<file path="src/rtl/cfd_pkg.sv">
// shared constants and types for the charger fault and pack detect sequencer
package cfd_pkg;

    // interval figures as printed, in milliseconds
    localparam int DRAIN1_MS = 1000;
    localparam int WAKE_MS = 500;
    localparam int DRAIN2_MS = 1000;
    localparam int CLK_HZ = 10000000;
    // timebase tick every millisecond
    localparam int TICK_CYCLES = CLK_HZ / 1000;
    localparam logic [15:0] TICK_LAST = 16'(TICK_CYCLES - 1);

    // register byte offsets
    localparam logic [7:0] OFS_CTRL = 8'h00;
    localparam logic [7:0] OFS_STATE = 8'h04;
    localparam logic [7:0] OFS_IRQ = 8'h08;
    localparam logic [7:0] OFS_MASK = 8'h0C;
    localparam logic [7:0] OFS_CMP = 8'h10;

    // ctrl bit positions
    localparam int CTRL_TFAULT = 0;
    localparam int CTRL_FULL = 1;
    localparam logic [1:0] CTRL_RST = 2'h0;

    // event bit positions
    localparam int EV_TFAULT = 0;
    localparam int EV_OVP = 1;
    localparam int EV_ABSENT = 2;
    localparam int EV_PRESENT = 3;
    localparam int EV_PERMIT = 4;
    localparam int EV_W = 5;
    localparam logic [4:0] MASK_RST = 5'h00;

    typedef enum logic [8:0] {
        CFD_CHARGE  = 9'h001,
        CFD_DONE    = 9'h002,
        CFD_TFHIGH  = 9'h004,
        CFD_TFPROBE = 9'h008,
        CFD_OVP     = 9'h010,
        CFD_DRAIN1  = 9'h020,
        CFD_WAKE    = 9'h040,
        CFD_ABSENT  = 9'h080,
        CFD_DRAIN2  = 9'h100
    } cfd_state_t;

    // analog comparator results
    typedef struct packed {
        logic aboveRecharge;
        logic belowShort;
        logic overVolt;
        logic sleepExit;
    } cfd_cmp_t;

    // current source and converter enables
    typedef struct packed {
        logic pwmEn;
        logic probeEn;
        logic drain1En;
        logic wakeEn;
        logic drain2En;
    } cfd_drive_t;

endpackage

</file>
<file path="src/rtl/cfd_interval.sv">
// phase interval timer driven by the millisecond tick
`timescale 1ns/10ps
module cfd_interval #(
    parameter int CNT_W = 11
) (
    input wire logic clk,
    input wire logic nrst,
    input wire logic tick,
    input wire logic start,
    input wire logic [CNT_W-1:0] loadMs,
    output logic expired
);
    logic [CNT_W-1:0] cnt_r;
    logic [CNT_W-1:0] cnt_nxt;
    logic run_r;
    logic run_nxt;
    logic exp_r;
    logic exp_nxt;

    always_comb begin
        cnt_nxt = cnt_r;
        run_nxt = run_r;
        exp_nxt = 1'b0;
        if (start) begin
            cnt_nxt = loadMs;
            run_nxt = 1'b1;
        end else if (run_r && tick) begin
            if (cnt_r <= CNT_W'(1)) begin
                run_nxt = 1'b0;
                exp_nxt = 1'b1;
                cnt_nxt = '0;
            end else begin
                cnt_nxt = cnt_r - CNT_W'(1);
            end
        end
    end

    always_ff @(posedge clk or negedge nrst) begin
        if (!nrst) begin
            cnt_r <= '0;
            run_r <= 1'b0;
            exp_r <= 1'b0;
        end else begin
            cnt_r <= cnt_nxt;
            run_r <= run_nxt;
            exp_r <= exp_nxt;
        end
    end

    assign expired = exp_r;
endmodule

</file>
<file path="src/rtl/cfd_sequencer.sv">
// charger fault recovery and pack-absent detect sequencer with AHB-Lite registers
//
// The implementer's own choices: the address map and the AHB-Lite register port.
`timescale 1ns/10ps
module cfd_sequencer #(
    parameter int DRAIN1_MS = cfd_pkg::DRAIN1_MS,
    parameter int WAKE_MS = cfd_pkg::WAKE_MS,
    parameter int DRAIN2_MS = cfd_pkg::DRAIN2_MS,
    parameter logic [15:0] TICK_LAST = cfd_pkg::TICK_LAST
) (
    input wire logic clk,
    input wire logic nrst,
    input wire logic hsel,
    input wire logic [31:0] haddr,
    input wire logic [1:0] htrans,
    input wire logic hwrite,
    input wire logic [2:0] hsize,
    input wire logic [31:0] hwdata,
    input wire logic hready,
    output logic hreadyout,
    output logic hresp,
    output logic [31:0] hrdata,
    input wire cfd_pkg::cfd_cmp_t cmpIn,
    input wire logic permitN,
    output cfd_pkg::cfd_drive_t drive,
    output logic adapterPresentOutOe,
    output logic [1:0] chargeIndicatorPinsOe,
    output logic irq
);
    localparam int CW = 11;

    ////////////////////////////////////////////////////////////////
    // input synchronisers
    logic [4:0] syncA_r;
    logic [4:0] syncB_r;
    cfd_pkg::cfd_cmp_t cmp;
    logic permitNs;
    logic permitPrev_r;

    always_ff @(posedge clk or negedge nrst) begin
        if (!nrst) begin
            syncA_r <= 5'h00;
            syncB_r <= 5'h00;
            permitPrev_r <= 1'b0;
        end else begin
            syncA_r <= {permitN, cmpIn};
            syncB_r <= syncA_r;
            permitPrev_r <= syncB_r[4];
        end
    end

    assign cmp = syncB_r[3:0];
    assign permitNs = syncB_r[4];
    // fall detect, reset low so no false edge
    logic permitFall;
    assign permitFall = permitPrev_r && !permitNs;

    ////////////////////////////////////////////////////////////////
    // millisecond timebase
    logic [15:0] div_r;
    logic [15:0] div_nxt;
    logic tick;
    logic tStart;

    // restart on load: a phase never ends on a partial first tick
    always_comb begin
        div_nxt = (tStart || div_r == TICK_LAST) ? 16'h0000 : div_r + 16'h0001;
    end

    always_ff @(posedge clk or negedge nrst) begin
        if (!nrst) begin
            div_r <= 16'h0000;
        end else begin
            div_r <= div_nxt;
        end
    end

    assign tick = (div_r == TICK_LAST);

    ////////////////////////////////////////////////////////////////
    // registers
    logic [1:0] ctrl_r;
    logic [1:0] ctrl_nxt;
    logic [4:0] sts_r;
    logic [4:0] sts_nxt;
    logic [4:0] mask_r;
    logic [4:0] mask_nxt;
    logic [4:0] ev;
    logic [7:0] aAddr_r;
    logic aWr_r;
    logic aValid_r;
    logic [31:0] rdata_r;
    logic [31:0] rdata_nxt;
    logic tfaultIn;
    logic fullIn;
    logic tfaultPrev_r;
    cfd_pkg::cfd_state_t st_r;
    cfd_pkg::cfd_state_t st_nxt;
    logic take;
    logic wrNow;

    assign take = hsel && hready && htrans[1];
    assign wrNow = aValid_r && aWr_r;
    assign tfaultIn = ctrl_r[cfd_pkg::CTRL_TFAULT];
    assign fullIn = ctrl_r[cfd_pkg::CTRL_FULL];

    always_comb begin
        ctrl_nxt = ctrl_r;
        mask_nxt = mask_r;
        sts_nxt = sts_r;
        if (wrNow && aAddr_r == cfd_pkg::OFS_CTRL) begin
            ctrl_nxt = hwdata[1:0];
        end
        if (wrNow && aAddr_r == cfd_pkg::OFS_MASK) begin
            mask_nxt = hwdata[4:0];
        end
        if (wrNow && aAddr_r == cfd_pkg::OFS_IRQ) begin
            sts_nxt = sts_r & ~hwdata[4:0];
        end
        // set wins over a clear in the same cycle
        sts_nxt = sts_nxt | ev;
        rdata_nxt = 32'h00000000;
        if (take && !hwrite) begin
            case (haddr[7:0])
                cfd_pkg::OFS_CTRL: rdata_nxt = {30'h0, ctrl_r};
                cfd_pkg::OFS_STATE: rdata_nxt = {23'h0, st_r};
                cfd_pkg::OFS_IRQ: rdata_nxt = {27'h0, sts_r | ev};
                cfd_pkg::OFS_MASK: rdata_nxt = {27'h0, mask_r};
                cfd_pkg::OFS_CMP: rdata_nxt = {27'h0, permitNs, cmp};
                default: rdata_nxt = 32'h00000000;
            endcase
        end
    end

    always_ff @(posedge clk or negedge nrst) begin
        if (!nrst) begin
            ctrl_r <= cfd_pkg::CTRL_RST;
            mask_r <= cfd_pkg::MASK_RST;
            sts_r <= 5'h00;
            aAddr_r <= 8'h00;
            aWr_r <= 1'b0;
            aValid_r <= 1'b0;
            rdata_r <= 32'h00000000;
            tfaultPrev_r <= 1'b0;
        end else begin
            ctrl_r <= ctrl_nxt;
            mask_r <= mask_nxt;
            sts_r <= sts_nxt;
            aAddr_r <= haddr[7:0];
            aWr_r <= hwrite;
            aValid_r <= take;
            rdata_r <= rdata_nxt;
            tfaultPrev_r <= tfaultIn;
        end
    end

    assign hreadyout = 1'b1;
    assign hresp = 1'b0;
    assign hrdata = rdata_r;
    assign irq = |(sts_r & mask_r);

    ////////////////////////////////////////////////////////////////
    // detection interval timer
    logic [CW-1:0] tLoad;
    logic tExp;

    cfd_interval #(
        .CNT_W(CW)
    ) uTimer (
        .clk(clk),
        .nrst(nrst),
        .tick(tick),
        .start(tStart),
        .loadMs(tLoad),
        .expired(tExp)
    );

    ////////////////////////////////////////////////////////////////
    // sequencer
    logic tfaultRise;
    logic sleeping;
    assign tfaultRise = tfaultIn && !tfaultPrev_r;
    assign sleeping = !cmp.sleepExit;

    always_comb begin
        st_nxt = st_r;
        tStart = 1'b0;
        tLoad = CW'(DRAIN1_MS);
        ev = 5'h00;
        case (st_r)
            cfd_pkg::CFD_CHARGE: begin
                if (fullIn && cmp.aboveRecharge) begin
                    st_nxt = cfd_pkg::CFD_DONE;
                end else if (cmp.aboveRecharge && !fullIn && !permitNs) begin
                    st_nxt = cfd_pkg::CFD_DRAIN2;
                    tStart = 1'b1;
                    tLoad = CW'(DRAIN2_MS);
                end
            end
            cfd_pkg::CFD_DONE: begin
                if (!cmp.aboveRecharge) begin
                    st_nxt = cfd_pkg::CFD_DRAIN1;
                    tStart = 1'b1;
                end
            end
            cfd_pkg::CFD_TFHIGH: begin
                if (!cmp.aboveRecharge) begin
                    st_nxt = cfd_pkg::CFD_DRAIN1;
                    tStart = 1'b1;
                end
            end
            cfd_pkg::CFD_TFPROBE: begin
                if (cmp.aboveRecharge) begin
                    st_nxt = cfd_pkg::CFD_TFHIGH;
                end
            end
            cfd_pkg::CFD_OVP: begin
                if (!cmp.aboveRecharge) begin
                    st_nxt = cfd_pkg::CFD_CHARGE;
                end
            end
            cfd_pkg::CFD_DRAIN1: begin
                if (tExp) begin
                    if (cmp.belowShort) begin
                        st_nxt = cfd_pkg::CFD_WAKE;
                        tStart = 1'b1;
                        tLoad = CW'(WAKE_MS);
                    end else begin
                        st_nxt = cfd_pkg::CFD_CHARGE;
                        ev[cfd_pkg::EV_PRESENT] = 1'b1;
                    end
                end
            end
            cfd_pkg::CFD_WAKE: begin
                if (tExp) begin
                    if (cmp.aboveRecharge) begin
                        st_nxt = cfd_pkg::CFD_ABSENT;
                        ev[cfd_pkg::EV_ABSENT] = 1'b1;
                    end else begin
                        st_nxt = cfd_pkg::CFD_CHARGE;
                        ev[cfd_pkg::EV_PRESENT] = 1'b1;
                    end
                end
            end
            cfd_pkg::CFD_ABSENT: begin
                st_nxt = cfd_pkg::CFD_DRAIN2;
                tStart = 1'b1;
                tLoad = CW'(DRAIN2_MS);
            end
            cfd_pkg::CFD_DRAIN2: begin
                if (tExp) begin
                    if (!cmp.aboveRecharge) begin
                        st_nxt = cfd_pkg::CFD_DRAIN1;
                        tStart = 1'b1;
                    end else begin
                        st_nxt = cfd_pkg::CFD_ABSENT;
                    end
                end
            end
            default: st_nxt = cfd_pkg::CFD_CHARGE;
        endcase
        if (tfaultRise && (st_r == cfd_pkg::CFD_CHARGE)) begin
            st_nxt = cmp.aboveRecharge ? cfd_pkg::CFD_TFHIGH : cfd_pkg::CFD_TFPROBE;
            ev[cfd_pkg::EV_TFAULT] = 1'b1;
        end
        if (cmp.overVolt && st_r != cfd_pkg::CFD_OVP) begin
            st_nxt = cfd_pkg::CFD_OVP;
            ev[cfd_pkg::EV_OVP] = 1'b1;
        end
        if (permitFall) begin
            st_nxt = cfd_pkg::CFD_CHARGE;
            tStart = 1'b0;
            ev[cfd_pkg::EV_PERMIT] = 1'b1;
        end
    end

    always_ff @(posedge clk or negedge nrst) begin
        if (!nrst) begin
            st_r <= cfd_pkg::CFD_CHARGE;
        end else begin
            st_r <= st_nxt;
        end
    end

    ////////////////////////////////////////////////////////////////
    // outputs
    cfd_pkg::cfd_drive_t drv_r;
    cfd_pkg::cfd_drive_t drv_nxt;
    logic adapterOn_r;
    logic [1:0] ind_r;
    logic [1:0] ind_nxt;

    always_comb begin
        drv_nxt = '0;
        drv_nxt.pwmEn = (st_r == cfd_pkg::CFD_CHARGE) && !permitNs && !sleeping;
        drv_nxt.probeEn = (st_r == cfd_pkg::CFD_TFPROBE);
        drv_nxt.drain1En = (st_r == cfd_pkg::CFD_DRAIN1);
        drv_nxt.wakeEn = (st_r == cfd_pkg::CFD_WAKE);
        drv_nxt.drain2En = (st_r == cfd_pkg::CFD_DRAIN2);
        ind_nxt = 2'h0;
        if (!sleeping && !permitNs) begin
            if (st_r == cfd_pkg::CFD_CHARGE) begin
                ind_nxt = 2'h1;
            end else if (st_r == cfd_pkg::CFD_DONE) begin
                ind_nxt = 2'h2;
            end
        end
    end

    always_ff @(posedge clk or negedge nrst) begin
        if (!nrst) begin
            drv_r <= '0;
            adapterOn_r <= 1'b0;
            ind_r <= 2'h0;
        end else begin
            drv_r <= drv_nxt;
            adapterOn_r <= !sleeping;
            ind_r <= ind_nxt;
        end
    end

    assign drive = drv_r;
    assign adapterPresentOutOe = adapterOn_r;
    assign chargeIndicatorPinsOe = ind_r;
endmodule

</file>
<file path="config.mk">
export PLATFORM = sky130hd
export DESIGN_NAME = cfd_sequencer
export DESIGN_NICKNAME = d
export VERILOG_FILES = /design/src/rtl/cfd_pkg.sv /design/src/rtl/cfd_interval.sv /design/src/rtl/cfd_sequencer.sv
export SDC_FILE = /design/constraint.sdc
export NUM_CORES = 1
export LEC_CHECK = 0
export ABC_AREA = 0
export BUFFER_PORTS_ARGS = -buffer_cell sky130_fd_sc_hd__clkbuf_2
export CAP_MARGIN = 20
export CORE_ASPECT_RATIO = 2
export CORE_UTILIZATION = 45
export CTS_BUF_LIST = sky130_fd_sc_hd__clkbuf_2
export DETAILED_ROUTE_END_ITERATION = 16
export MAX_ROUTING_LAYER = met4
export PLACE_DENSITY = 0.73
export SYNTH_ARGS = -nofsm -noshare
export SYNTH_HDL_FRONTEND = slang
export SYNTH_SLANG_ARGS = --single-unit
</file>
<file path="constraint.sdc">
create_clock -name clk -period 2.13 [get_ports clk]
set_input_delay 0.213 -clock clk [delete_from_list [all_inputs] [get_ports clk]]
set_output_delay 0.213 -clock clk [all_outputs]
set_load 0.01 [all_outputs]
</file>
Word-level counts from Yosys, hierarchy flattened
Index checks and enable logic that the tools add are counted.
Word-level totals
  input bits: 79
  bits in latches: 0
  logic and storage cells: 138
  RAM bits: 0
  output and inout port bits: 43
  ROM bits: 0
  register bits: 112
  memories kept: 0
Operators by class
  multiplexer cells: 52
  $lt $le $gt $ge: 1
  reduce and logical (&&, ||, !) cells: 31
  equal/unequal tests: 24
  add/subtract/negate cells: 2
  divide/modulo/power cells: 0
  bitwise gates (word level): 5
  multiply operators: 0
  shift-type cells: 0
Operator list (count)
  $mux 9: 11
  $pmux 9 s8: 1
  $pmux 9 s5: 1
  $mux 11: 3
  $eq 8x4->1 const B: 4
  $mux 32: 1
  $mux 10: 3
  $mux 1: 20
  $ne 5x2->1 const B: 4
  $logic_and 1x1->1: 18
  $add 16x1->16 const B: 1
  $eq 16x14->1 const B: 1
  $logic_not 8->1: 2
  $mux 16: 1
  $mux 8: 2
  $le 11x1->1 const B: 1
  $sub 11x1->11 const B: 1
  $and 5x5->5: 2
  $or 5x5->5: 2
  $eq 9x1->1 const B: 1
  $eq 9x2->1 const B: 1
  $eq 9x3->1 const B: 1
  $eq 9x4->1 const B: 1
  $eq 9x5->1 const B: 1
  other kinds (24): 31

Logic depth before layout (Yosys ltp)
Gate-level depths: netlist of run 1.
  depth in word-level cells: 9
  depth in mapped cells: 11
  depth with buffers taken out: 8

Hierarchy
Synthesis of run 1 repeated with hierarchy kept, for this count alone.
Second synthesis, totals
  cell total of the unflattened synthesis: 435
  area total of the unflattened synthesis: 4475.5 um^2
Modules (own cells, without submodules)
  cfd_sequencer: sequential area each 1903.1 um^2, instances 1, area an instance 3634.7 um^2, cells an instance 342
  cfd_interval: sequential area each 325.3 um^2, instances 1, area an instance 840.8 um^2, cells an instance 93

Worst setup path after synthesis of run 1
No wires, ideal clock.
  kind: reg-to-reg
  from: register st_r[2]
  to: register div_r[10]
  required time: 2.011 ns
  path buffers: 5
  setup time: 0.119 ns
  data arrival time: 2.239 ns
  path slack: -0.227 ns
  period minus slack after synthesis: 2.357 ns
  stages on the path, launching flop included: 12
  cells stage by stage: dfrtp_1 > buf_6 > or4_4 > buf_6 > nor4_1 > o2111a_1 > o21a_1 > buf_6 > or2_1 > buf_6 > buf_8 > nor2_1
Between the ends
  longest elaborated chain between the ends: 6
  elaborated cells on any way between the ends: 11
  those cells by class: 6 x eq/ne; 3 x mux; 2 x reduce/logical
RTL lines
  from (decl): RTL line cfd_sequencer.sv:97  | cfd_pkg::cfd_state_t st_r;
  from (signal assigned): RTL line cfd_sequencer.sv:279  | st_r <= cfd_pkg::CFD_CHARGE;
  from (signal assigned): RTL line cfd_sequencer.sv:281  | st_r <= st_nxt;
  $eq 9x2->1 / $eq 9x3->1 (equally long branches): RTL line cfd_sequencer.sv:190  | case (st_r)
  $reduce_or 2->1 (no line)
  $pmux 1 s5 *: RTL line cfd_sequencer.sv:190
  $mux 1 *: RTL line cfd_sequencer.sv:270  | if (permitFall) begin
  $logic_or 1x1->1 *: RTL line cfd_sequencer.sv:67  | div_nxt = (tStart || div_r == TICK_LAST) ? 16'h0000 : div_r + 16'h0001;
  $mux 16 *: RTL line cfd_sequencer.sv:67
  named net div_nxt[10]: RTL line cfd_sequencer.sv:61  | logic [15:0] div_nxt;
  to (signal assigned): RTL line cfd_sequencer.sv:74  | div_r <= div_nxt;
  to (decl): RTL line cfd_sequencer.sv:60  | logic [15:0] div_r;
Mark *: on every way through the listed nets, which the timed path passes. The rest lies on a longest branch.
A chain may end at the register's enable or synchronous reset.

Worst setup path after layout of run 1
  from: register st_r[0]
  to: register st_r[6]
Between the ends
  longest elaborated chain between the ends: 6
  elaborated cells on any way between the ends: 25
  those cells by class: 17 x eq/ne; 4 x mux; 4 x reduce/logical
RTL lines
  $eq 9x2->1 / $eq 9x3->1 (equally long branches): RTL line cfd_sequencer.sv:190
  $reduce_or 2->1 (no line)
  $pmux 9 s8: RTL line cfd_sequencer.sv:190
  $mux 9: RTL line cfd_sequencer.sv:262  | if (tfaultRise && (st_r == cfd_pkg::CFD_CHARGE)) begin
  $mux 9: RTL line cfd_sequencer.sv:266  | if (cmp.overVolt && st_r != cfd_pkg::CFD_OVP) begin
  $mux 9: RTL line cfd_sequencer.sv:270
Several ways; a longest one is shown, not always the timed one.

==> key figures, run 1 <==
Worst setup path
  – Critical path fanouts, max: 3
  – CP Data Arrival Time: 2680 ps
  – CP startpoint kind: flop
  – CP required: 2640 ps
  – Critical Path Sink Type: flop
  – Critical path type: reg -> reg

GRT
  – GRT overflow: 0
  – GRT met3 Usage: 0.0407
  – Vias in the first global route: 3716
  – Antenna violations before repair: 1
  – Global route hottest layer: met2
  – Met2 Resource Use GR: 0.428
  – Largest net degree at the start of global routing: 58
  – M1 GR Usage: 0.207
  – All-layer global routing usage: 0.234
  – First-pass GRT wire length: 17400 um

Die
  – Horiz. Die Dim: 71.6 um
  – Die Ht: 141 um
  – Die area: 10100 um2
  – Initial Util: 0.465
  – Ports: 122
  – Core ar.: 9380 um2
  – Std-Cell Rows: 50

Timing
  – Final min period: 2170 ps
  – RSZ-0062 raised after global routing: true
  – Worst slew margin: 0.558
  – Final Cycle Share: 1.02
  – Clock skew: 26.0 ps
  – Slack of the critical path: -41.2 ps
  – Worst slew pin tran: 657 ps
  – Max Fclk: 461 MHz
  – # setup viols final: 22
  – Worst hold margin: 67.4 ps
  – Slew Limit Fails: 0
  – Number of hold violations in the final report: 0

Routing
  – Detailed-route wire length: 11400 um
  – Iter 0 DRT Violations: 246
  – DR pass1 iterations: 6
  – Via Count: 3725
  – DRC Markers: 0
  – Vias per cell: 5.65
  – ANT nets after route: 0
  – Wire length per cell: 17.3 um

CTS
  – Clock Path Buffers: 2
  – H-Tree Depth: 3
  – CTS Root Cell: clkbuf_2
  – Clock transition at path regs: 270 ps
  – CTS Buf Count: 9
  – CTS Sinks: 89
  – CTS tree: built
  – Clock latency on the worst-skew pair: 570 ps

Logic synthesis
  – Main synth FF type: dfrtp_1
  – Mapped cell area: 4360 um2
  – Count of state elements after synthesis: 89
  – Cells after synthesis: 431
  – Mean Syn Cell Area: 10.1 um2
  – Cell variety after synth: 65
  – Yosys Warn Count: 0
  – Post-synth EDFFs: 0
  – Sequential area share after synthesis: 0.511
  – Async set-reset flop share out of synthesis: 1.00

Power
  – Worst VDD drop: 0.000584 V
  – Pleak: 2.55 nW
  – Total power divided by cell area: 923 nW/um2
  – Total power: 5.26 mW

Placed design
  – GPL Wtd Cong: 0.952
  – Buffers on Ports: 41
  – Hpwl dp: 7760 um

Cells and area
  – Layout cells sized above 1: 0.341
  – Nets: 631
  – Area Overhead vs Synth: 30.5%
  – Most common cell after layout, fill and taps aside: dfrtp_1
  – Commonest cells after routing, fill and taps aside: dfrtp_1, clkbuf_2, buf_4
  – Final core occ: 0.607

Min path
  – Tightest Hold Check Type: in -> async

Run status
  – Violated checks: negative setup slack
  – Status: finished with violations

Job
  – Number of max-cap violations: 0
final timing paths:
check,startpoint,to,slack [ps],cells past startpoint
worst min register to register,syncA_r[0]$_DFF_PN0_,syncB_r[0]$_DFF_PN0_,380,0
max in group asynchronous,nrst,st_r[0]$_DFFE_PN1P_,1380,3
worst min-delay path,nrst,hrdata[7]$_DFF_PN0_,70,2
worst max register to register,st_r[0]$_DFFE_PN1P_,st_r[6]$_DFFE_PN0P_,-40,7
worst max-delay path,st_r[0]$_DFFE_PN1P_,st_r[6]$_DFFE_PN0P_,-40,7
min in group clk,hsel,hrdata[1]$_DFF_PN0_,220,4
state kept, by name, summed over array words and instances, names as in the netlist, 2 cells and up:
register / cells
aAddr_r: 8
chargeIndicatorPinsOe: 2
uTimer.cnt_r: 11
ctrl_r: 2
hrdata: 9
drive: 5
div_r: 16
st_r: 9
syncA_r: 5
sts_r: 5
syncB_r: 5
mask_r: 5
layer usage:
layer	wire length [um]	up-vias
met4	842	0
met5	0	-
met2	6430	127
li1	-	1719
met3	456	59
met1	3680	1820
critical path, stage by stage (launching register included):
cell	delay (ps)
dfstp_2	440
or4_4	560
or3_4	400
o311ai_4	320
buf_6	160
buf_6	90
a21oi_2	40
nor2_1	100
where the power goes:
group / switching [mW] / leakage [nW] / internal (mW)
Sequential: 0.185 / 1.12 / 1.90
Clock: 0.635 / 0.0741 / 0.297
Combinational: 1.15 / 1.36 / 1.09
Total: 1.97 / 2.55 / 3.28
metrics by stage:
step                      setup TNS (ps)  cells  setup WS, ps  cell area, um2
after floorplan                    -1210    454          -113            4470
after global placement             -2390    606          -184            4900
after detailed placement           -3400    606          -226            4900
after CTS                           -674    656         -57.8            5530
after global routing               -1610    659          -125            5690
final                               -587    659         -41.2            5690
synth_stat cells (2+ instances only):
cell      count  area [um2]
nor4_1       10        62.6
nor2_1       53         199
a21o_1        2        15.0
nand3b_1      3        22.5
nor2b_1       5        31.3
o21a_1        2        15.0
o311ai_0      2        17.5
buf_4        26         195
inv_1         9        33.8
o21ai_0      14        70.1
nand2b_1      6        37.5
a22oi_1       5        37.5
or3_1         3        18.8
nand2_1      37         139
or4_1         4        30.0
a21oi_1      19        95.1
a211oi_1      5        37.5
and2_1        4        25.0
nand3_1      11        55.1
mux2_2        9         101
a221oi_1      2        17.5
ha_1          3        37.5
xor2_1        7        61.3
nor4b_1       3        26.3
buf_2         2        10.0
conb_1        2        7.51
o2111a_1      2        22.5
nor4bb_1      2        20.0
xnor2_1      11        96.3
buf_6         4        45.0
dfrtp_1      88        2200
and3_1       10        62.6
nand4_1       5        31.3
a222oi_1      2        20.0
nor3_1       14        70.1
o211ai_1      2        15.0
nor3b_1       5        37.5
clkbuf_1      8        30.0
mux2i_1       4        40.0
cell families after synthesis:
logic type,after synthesis,share of synthesized area
buffers and inverters,50,0.0754
xor gates and xnor gates,18,0.0361
other,2,0.00172
and+or+nand+nor,185,0.222
AOI/OAI and AO/OA,71,0.112
muxes,13,0.0324
DFF,89,0.511
adders and majority gates,3,0.00861
what timing repair did:
action | CTS | global route
endpoints found under the hold margin | 123 | 0
cloned | 2 | 0
gates resized for setup | 40 | 36
setup buffers | 10 | 2
hold buffers | 22 | 0
pin swaps | 10 | 19
setup endpoints to repair | 38 | 40
layout make-up:
cell class	count	area [um2]
fillers	773	3690
flip-flops and latches	89	2230
multi-input cells	316	2190
repair buffers	124	972
well taps	104	130
clock inverters	7	87.6
clock buffers	9	45.0
inverters	9	33.8
diodes	1	2.50
(Power assumes the default switching activity.)
==> run 2: changes to the inputs <==
Settings changed: CORE_ASPECT_RATIO 2 to 1.1.
==> key figures, run 2 (synthesis results as in run 1) <==
Run status
  – Status: finished with violations (unchanged)
  – Violated checks: negative setup slack (unchanged)

Power
  – Clock network fraction of total power: 0.216 (was 0.177)
  – Total power: 4.97 mW (was 5.26 mW)
  – Total power divided by cell area: 903 nW/um2 (was 923 nW/um2)
  – Reg power frac: 0.419 (was 0.397)
  – Internal Pwr Total: 3.34 mW (was 3.28 mW)
  – Worst VDD drop: 0.000399 V (was 0.000584 V)
  – Gate power share: 0.365 (was 0.426)
  – Switching pwr: 1.64 mW (was 1.97 mW)
  – Sw frac: 0.329 (was 0.375)
  – Pleak: 2.54 nW (was 2.55 nW)

GRT
  – Largest net degree at the start of global routing: 46 (was 58)
  – Antenna violations before repair: 0 (was 1)
  – Vias in the first global route: 3475 (was 3716)
  – All-layer global routing usage: 0.207 (was 0.234)
  – GRT overflow: 0 (unchanged)
  – First-pass GRT wire length: 15600 um (was 17400 um)

Placed design
  – DP Cell Count: 626 (was 606)
  – Buffers on Ports: 41 (unchanged)
  – GPL Wtd Cong: 0.924 (was 0.952)
  – Hpwl dp: 6930 um (was 7760 um)
  – DP Area: 4970 um2 (was 4900 um2)
  – Worst slack at placement: -85.8 ps (was -226 ps)

Routing
  – Iter 0 DRT Violations: 131 (was 246)
  – DR pass1 iterations: 4 (was 6)
  – Wire length per cell: 14.4 um (was 17.3 um)
  – Via Count: 3542 (was 3725)
  – Detailed-route wire length: 9690 um (was 11400 um)
  – ANT nets after route: 0 (unchanged)
  – Vias per cell: 5.28 (was 5.65)
  – DRC Markers: 0 (unchanged)

Worst setup path
  – Slowest stage delay, CP: 560 ps (about the same)
  – Critical path fanouts, max: 7 (was 3)
  – CP required: 2640 ps (about the same)
  – CP startpoint kind: flop (unchanged)
  – Critical Path Sink Type: flop (unchanged)
  – Critical path type: reg -> reg (unchanged)
  – Slowest cell on crit path: or4_4 (unchanged)
  – CP Data Arrival Time: 2650 ps (was 2680 ps)
  – Flop-to-flop setup slack: -10 ps (was -40 ps)
  – Worst path cell trace: or4_4, buf_4, nor4_4, o2111a_1, o21a_1, or2_4, clkbuf_16, nor2_1 (was or4_4, or3_4, o311ai_4, buf_6, buf_6, a21oi_2, nor2_1)
  – Reg2Reg Depth: 8 (was 7)

CTS
  – CTS tree: built (unchanged)
  – H-Tree Depth: 3 (unchanged)
  – Clock Path Buffers: 2 (unchanged)
  – CTS Buf Count: 9 (unchanged)
  – CTS Sinks: 89 (unchanged)
  – Clock latency on the worst-skew pair: 580 ps (was 570 ps)
  – Clock transition at path regs: 230 ps (was 270 ps)
  – CTS Root Cell: clkbuf_2 (unchanged)

Timing
  – Slack of the critical path: -13.6 ps (was -41.2 ps)
  – Final Cycle Share: 1.01 (was 1.02)
  – Slew Limit Fails: 0 (unchanged)
  – Max Fclk: 467 MHz (was 461 MHz)
  – Setup TNS: -81.5 ps (was -587 ps)
  – Worst hold margin: 39.5 ps (was 67.4 ps)
  – RSZ-0062 raised after global routing: true (unchanged)
  – Final min period: 2140 ps (was 2170 ps)
  – Worst slew pin tran: 591 ps (was 657 ps)
  – Number of hold violations in the final report: 0 (unchanged)
  – Worst slew margin: 0.603 (was 0.558)
  – Clock skew: 24.2 ps (was 26.0 ps)
  – # setup viols final: 7 (was 22)

Cells and area
  – Nets: 631 (unchanged)
  – Max reg flops: 16 (unchanged)
  – Final core occ: 0.586 (was 0.607)
  – Largest regs: div_r (16), uTimer.cnt_r (11) (unchanged)
  – Layout cells sized above 1: 0.280 (was 0.341)
  – Area of the multi-input gates: 2000 um2 (was 2190 um2)
  – Layout Cells excl Fill: 671 (was 659)
  – Largest reg by FF count: div_r (unchanged)
  – Final Instance Area: 5510 um2 (was 5690 um2)
  – Most common cell after layout, fill and taps aside: dfrtp_1 (unchanged)
  – Antenna Cells: 0 (was 1)
  – Register Area: 2230 um2 (unchanged)
  – Fill count: 808 (was 773)
  – Area Overhead vs Synth: 26.3% (was 30.5%)
  – Commonest cells after routing, fill and taps aside: dfrtp_1, buf_4, nor2_1 (was dfrtp_1, clkbuf_2, buf_4)

Die
  – Die area: 10100 um2 (about the same)
  – Die Ht: 105 um (was 141 um)
  – Std-Cell Rows: 37 (was 50)
  – Core ar.: 9400 um2 (was 9380 um2)
  – Ports: 122 (unchanged)
  – Initial Util: 0.464 (was 0.465)
  – Horiz. Die Dim: 95.9 um (was 71.6 um)

Min path
  – Tightest Hold Check Type: in -> async (unchanged)

Job
  – Number of max-cap violations: 0 (unchanged)
## run 2: worst paths after layout
| kind | startpoint | end |
|---|---|---|
| worst max register to register | st_r[0]$_DFFE_PN1P_ | div_r[5]$_DFF_PN0_ |
| max in group asynchronous | nrst | st_r[0]$_DFFE_PN1P_ |
| min in group clk | hsel | hrdata[1]$_DFF_PN0_ |
| worst min-delay path | nrst | uTimer.cnt_r[5]$_DFFE_PN0P_ |
| worst max-delay path | st_r[0]$_DFFE_PN1P_ | div_r[5]$_DFF_PN0_ |
| worst min register to register | syncA_r[1]$_DFF_PN0_ | syncB_r[1]$_DFF_PN0_ |
## run 2: what timing repair did
item / 4_1_cts / 5_1_grt
endpoints found under the setup margin: 24 / 33
hold endpoints to repair: 124 / 0
hold buffers: 22 / 0
pin swaps: 2 / 7
cloned: 0 / 1
resized for setup: 9 / 15
setup buffers: 2 / 5
## run 2: layer usage
layer  vias to the layer above  routed length (um)  GRT usage  share of wire
met5                         -                   0          -              0
met3                        17                 394     0.0418          0.041
met2                        85                4820      0.337           0.50
met4                         0                 208     0.0949          0.021
li1                       1718                   -          -              -
met1                      1722                4270      0.245           0.44
## run 2: final cells by class
| type | count | area share |
|---|---|---|
| sequential | 89 | 0.404 |
| clock buffer | 11 | 0.00999 |
| timing repair buffer | 125 | 0.171 |
| multi-input combinational | 315 | 0.363 |
| inverter | 9 | 0.00613 |
| clock inverter | 5 | 0.0189 |
| tap | 117 | 0.0266 |
## run 2: critical path: cells and delay by family (launching register included)
family | cells | cell delay (ps)
buffers and inverters | 2 | 330
AO/OA/AOI/OAI | 2 | 380
AND/OR/NAND/NOR | 4 | 930
flip-flops | 1 | 440
## run 2: power groups by stage
| stage | combinational [mW] | sequential, mW | clock (mW) |
|---|---|---|---|
| after floorplan | 0.983 | 2.08 | 0 |
| after global placement | 1.58 | 2.09 | 0 |
| after detailed placement | 1.61 | 2.10 | 0 |
| after CTS | 1.69 | 2.08 | 1.11 |
| after global routing | 2.00 | 2.11 | 1.16 |
| final | 1.81 | 2.09 | 1.08 |
==> run 3: changes to the inputs <==
Settings changed: SKIP_CTS_REPAIR_TIMING set to 1.
==> key figures, run 3 (synthesis results as in run 1) <==
Routing
  – Vias per cell: 5.28 (about the same)
  – Via Count: 3549 (was 3542)
  – Iter 0 DRT Violations: 141 (was 131)
  – Detailed-route wire length: 9760 um (was 9690 um)
  – Wire length per cell: 14.5 um (was 14.4 um)
  – DR pass1 iterations: 4 (unchanged)
  – DRC Markers: 0 (unchanged)
  – ANT nets after route: 0 (unchanged)

Cells and area
  – Nets: 632 (was 631)
  – Largest reg by FF count: div_r (unchanged)
  – Layout cells sized above 1: 0.292 (was 0.280)
  – Final Instance Area: 5560 um2 (was 5510 um2)
  – Max reg flops: 16 (unchanged)
  – Commonest cells after routing, fill and taps aside: dfrtp_1, buf_4, nor2_1, clkbuf_2, nand2_1 (was dfrtp_1, buf_4, nor2_1)
  – Area Overhead vs Synth: 27.4% (was 26.3%)
  – Largest regs: div_r (16), uTimer.cnt_r (11) (unchanged)
  – Antenna Cells: 0 (unchanged)
  – Most common cell after layout, fill and taps aside: dfrtp_1 (unchanged)
  – Fill count: 797 (was 808)

Worst setup path
  – Critical path fanouts, max: 7 (unchanged)
  – CP startpoint kind: flop (unchanged)
  – Critical Path Sink Type: flop (unchanged)
  – CP Data Arrival Time: 2660 ps (was 2650 ps)
  – CP required: 2630 ps (was 2640 ps)
  – Flop-to-flop setup slack: -20 ps (was -10 ps)
  – Critical path type: reg -> reg (unchanged)

Die
  – Core ar.: 9400 um2 (unchanged)
  – Ports: 122 (unchanged)
  – Horiz. Die Dim: 95.9 um (unchanged)
  – Initial Util: 0.464 (unchanged)
  – Die Ht: 105 um (unchanged)
  – Die area: 10100 um2 (unchanged)
  – Std-Cell Rows: 37 (unchanged)

Timing
  – Max Fclk: 465 MHz (was 467 MHz)
  – Final min period: 2150 ps (was 2140 ps)
  – # setup viols final: 13 (was 7)
  – Worst slew margin: 0.600 (was 0.603)
  – Slew Limit Fails: 0 (unchanged)
  – Clock skew: 22.0 ps (was 24.2 ps)
  – Number of hold violations in the final report: 0 (unchanged)
  – Worst slew pin tran: 594 ps (was 591 ps)
  – Slack of the critical path: -21.0 ps (was -13.6 ps)
  – RSZ-0062 raised after global routing: true (unchanged)
  – Final Cycle Share: 1.01 (about the same)

Min path
  – Tightest Hold Check Type: in -> async (unchanged)

GRT
  – All-layer global routing usage: 0.201 (was 0.207)
  – Antenna violations before repair: 0 (unchanged)
  – Largest net degree at the start of global routing: 46 (unchanged)
  – GRT overflow: 0 (unchanged)
  – First-pass GRT wire length: 15100 um (was 15600 um)
  – Vias in the first global route: 3343 (was 3475)

CTS
  – CTS Sinks: 89 (unchanged)
  – CTS Root Cell: clkbuf_2 (unchanged)
  – CTS Buf Count: 9 (unchanged)
  – CTS tree: built (unchanged)
  – H-Tree Depth: 3 (unchanged)
  – Clock Path Buffers: 2 (unchanged)
  – Clock transition at path regs: 220 ps (was 230 ps)
  – Clock latency on the worst-skew pair: 580 ps (about the same)

Placed design
  – DP Area: 4970 um2 (unchanged)
  – Hpwl dp: 6930 um (unchanged)
  – Worst slack at placement: -85.8 ps (unchanged)
  – GPL Wtd Cong: 0.924 (unchanged)
  – Buffers on Ports: 41 (unchanged)

Power
  – Total power divided by cell area: 906 nW/um2 (was 903 nW/um2)
  – Pleak: 2.55 nW (was 2.54 nW)
  – Worst VDD drop: 0.000407 V (was 0.000399 V)

Run status
  – Violated checks: negative setup slack (unchanged)
  – Status: finished with violations (unchanged)

Job
  – Number of max-cap violations: 0 (unchanged)
[run 3: cell count changes in the layout (fill, tap and decap cells not counted), sizes merged]
cell,delta
buf,+1
[run 3: through the flow]
stage	total power [mW]	TNS [ps]	util	instances	hold slack, ps
after CTS	4.80	-1480	0.545	642	-542
after floorplan	3.06	-1210	-	454	-82.6
final	5.03	-168	0.591	672	47.7
after detailed placement	3.71	-1170	0.528	626	135
after global placement	3.67	-1040	0.528	626	130
after global routing	5.34	-1850	0.591	672	16.9
[run 3: final timing paths]
kind                                 startpoint                           to  cells past startpoint
setup / recovery            st_r[0]$_DFFE_PN1P_           div_r[5]$_DFF_PN0_                      8
hold / removal                             nrst  uTimer.cnt_r[5]$_DFFE_PN0P_                      2
setup reg to reg            st_r[0]$_DFFE_PN1P_           div_r[5]$_DFF_PN0_                      8
hold reg to reg            syncA_r[1]$_DFF_PN0_         syncB_r[1]$_DFF_PN0_                      0
max in group asynchronous                  nrst          st_r[0]$_DFFE_PN1P_                      3
min in group clk                           hsel          hrdata[1]$_DFF_PN0_                      4
[run 3: worst max-delay path, stage by stage (launching register included)]
cell	delay, ps
dfstp_2	450
or4_4	560
buf_4	180
nor4_4	150
o2111a_1	240
o21a_1	160
or2_4	170
clkbuf_16	150
nor2_1	40
[run 3: cell type report]
class,instances,area [um2],share of cell area
sequential,89,2230,0.401
multi-input combinational,315,2030,0.365
timing repair buffer,126,958,0.173
tap,117,146,0.0264
clock inverter,5,104,0.0187
clock buffer,11,55.1,0.00991
inverter,9,33.8,0.00608
[run 3: per-layer routing]
layer  GRT usage  share of wire  wire, um
met1       0.244           0.44      4290
met3      0.0418          0.040       387
met5           -              0         0
met4      0.0970          0.023       227
met2       0.316           0.50      4850
[run 3: where the power goes]
group | internal, mW | total (mW) | switching (mW)
clock network | 0.516 | 1.08 | 0.560
registers | 1.90 | 2.09 | 0.189
logic | 0.952 | 1.87 | 0.915
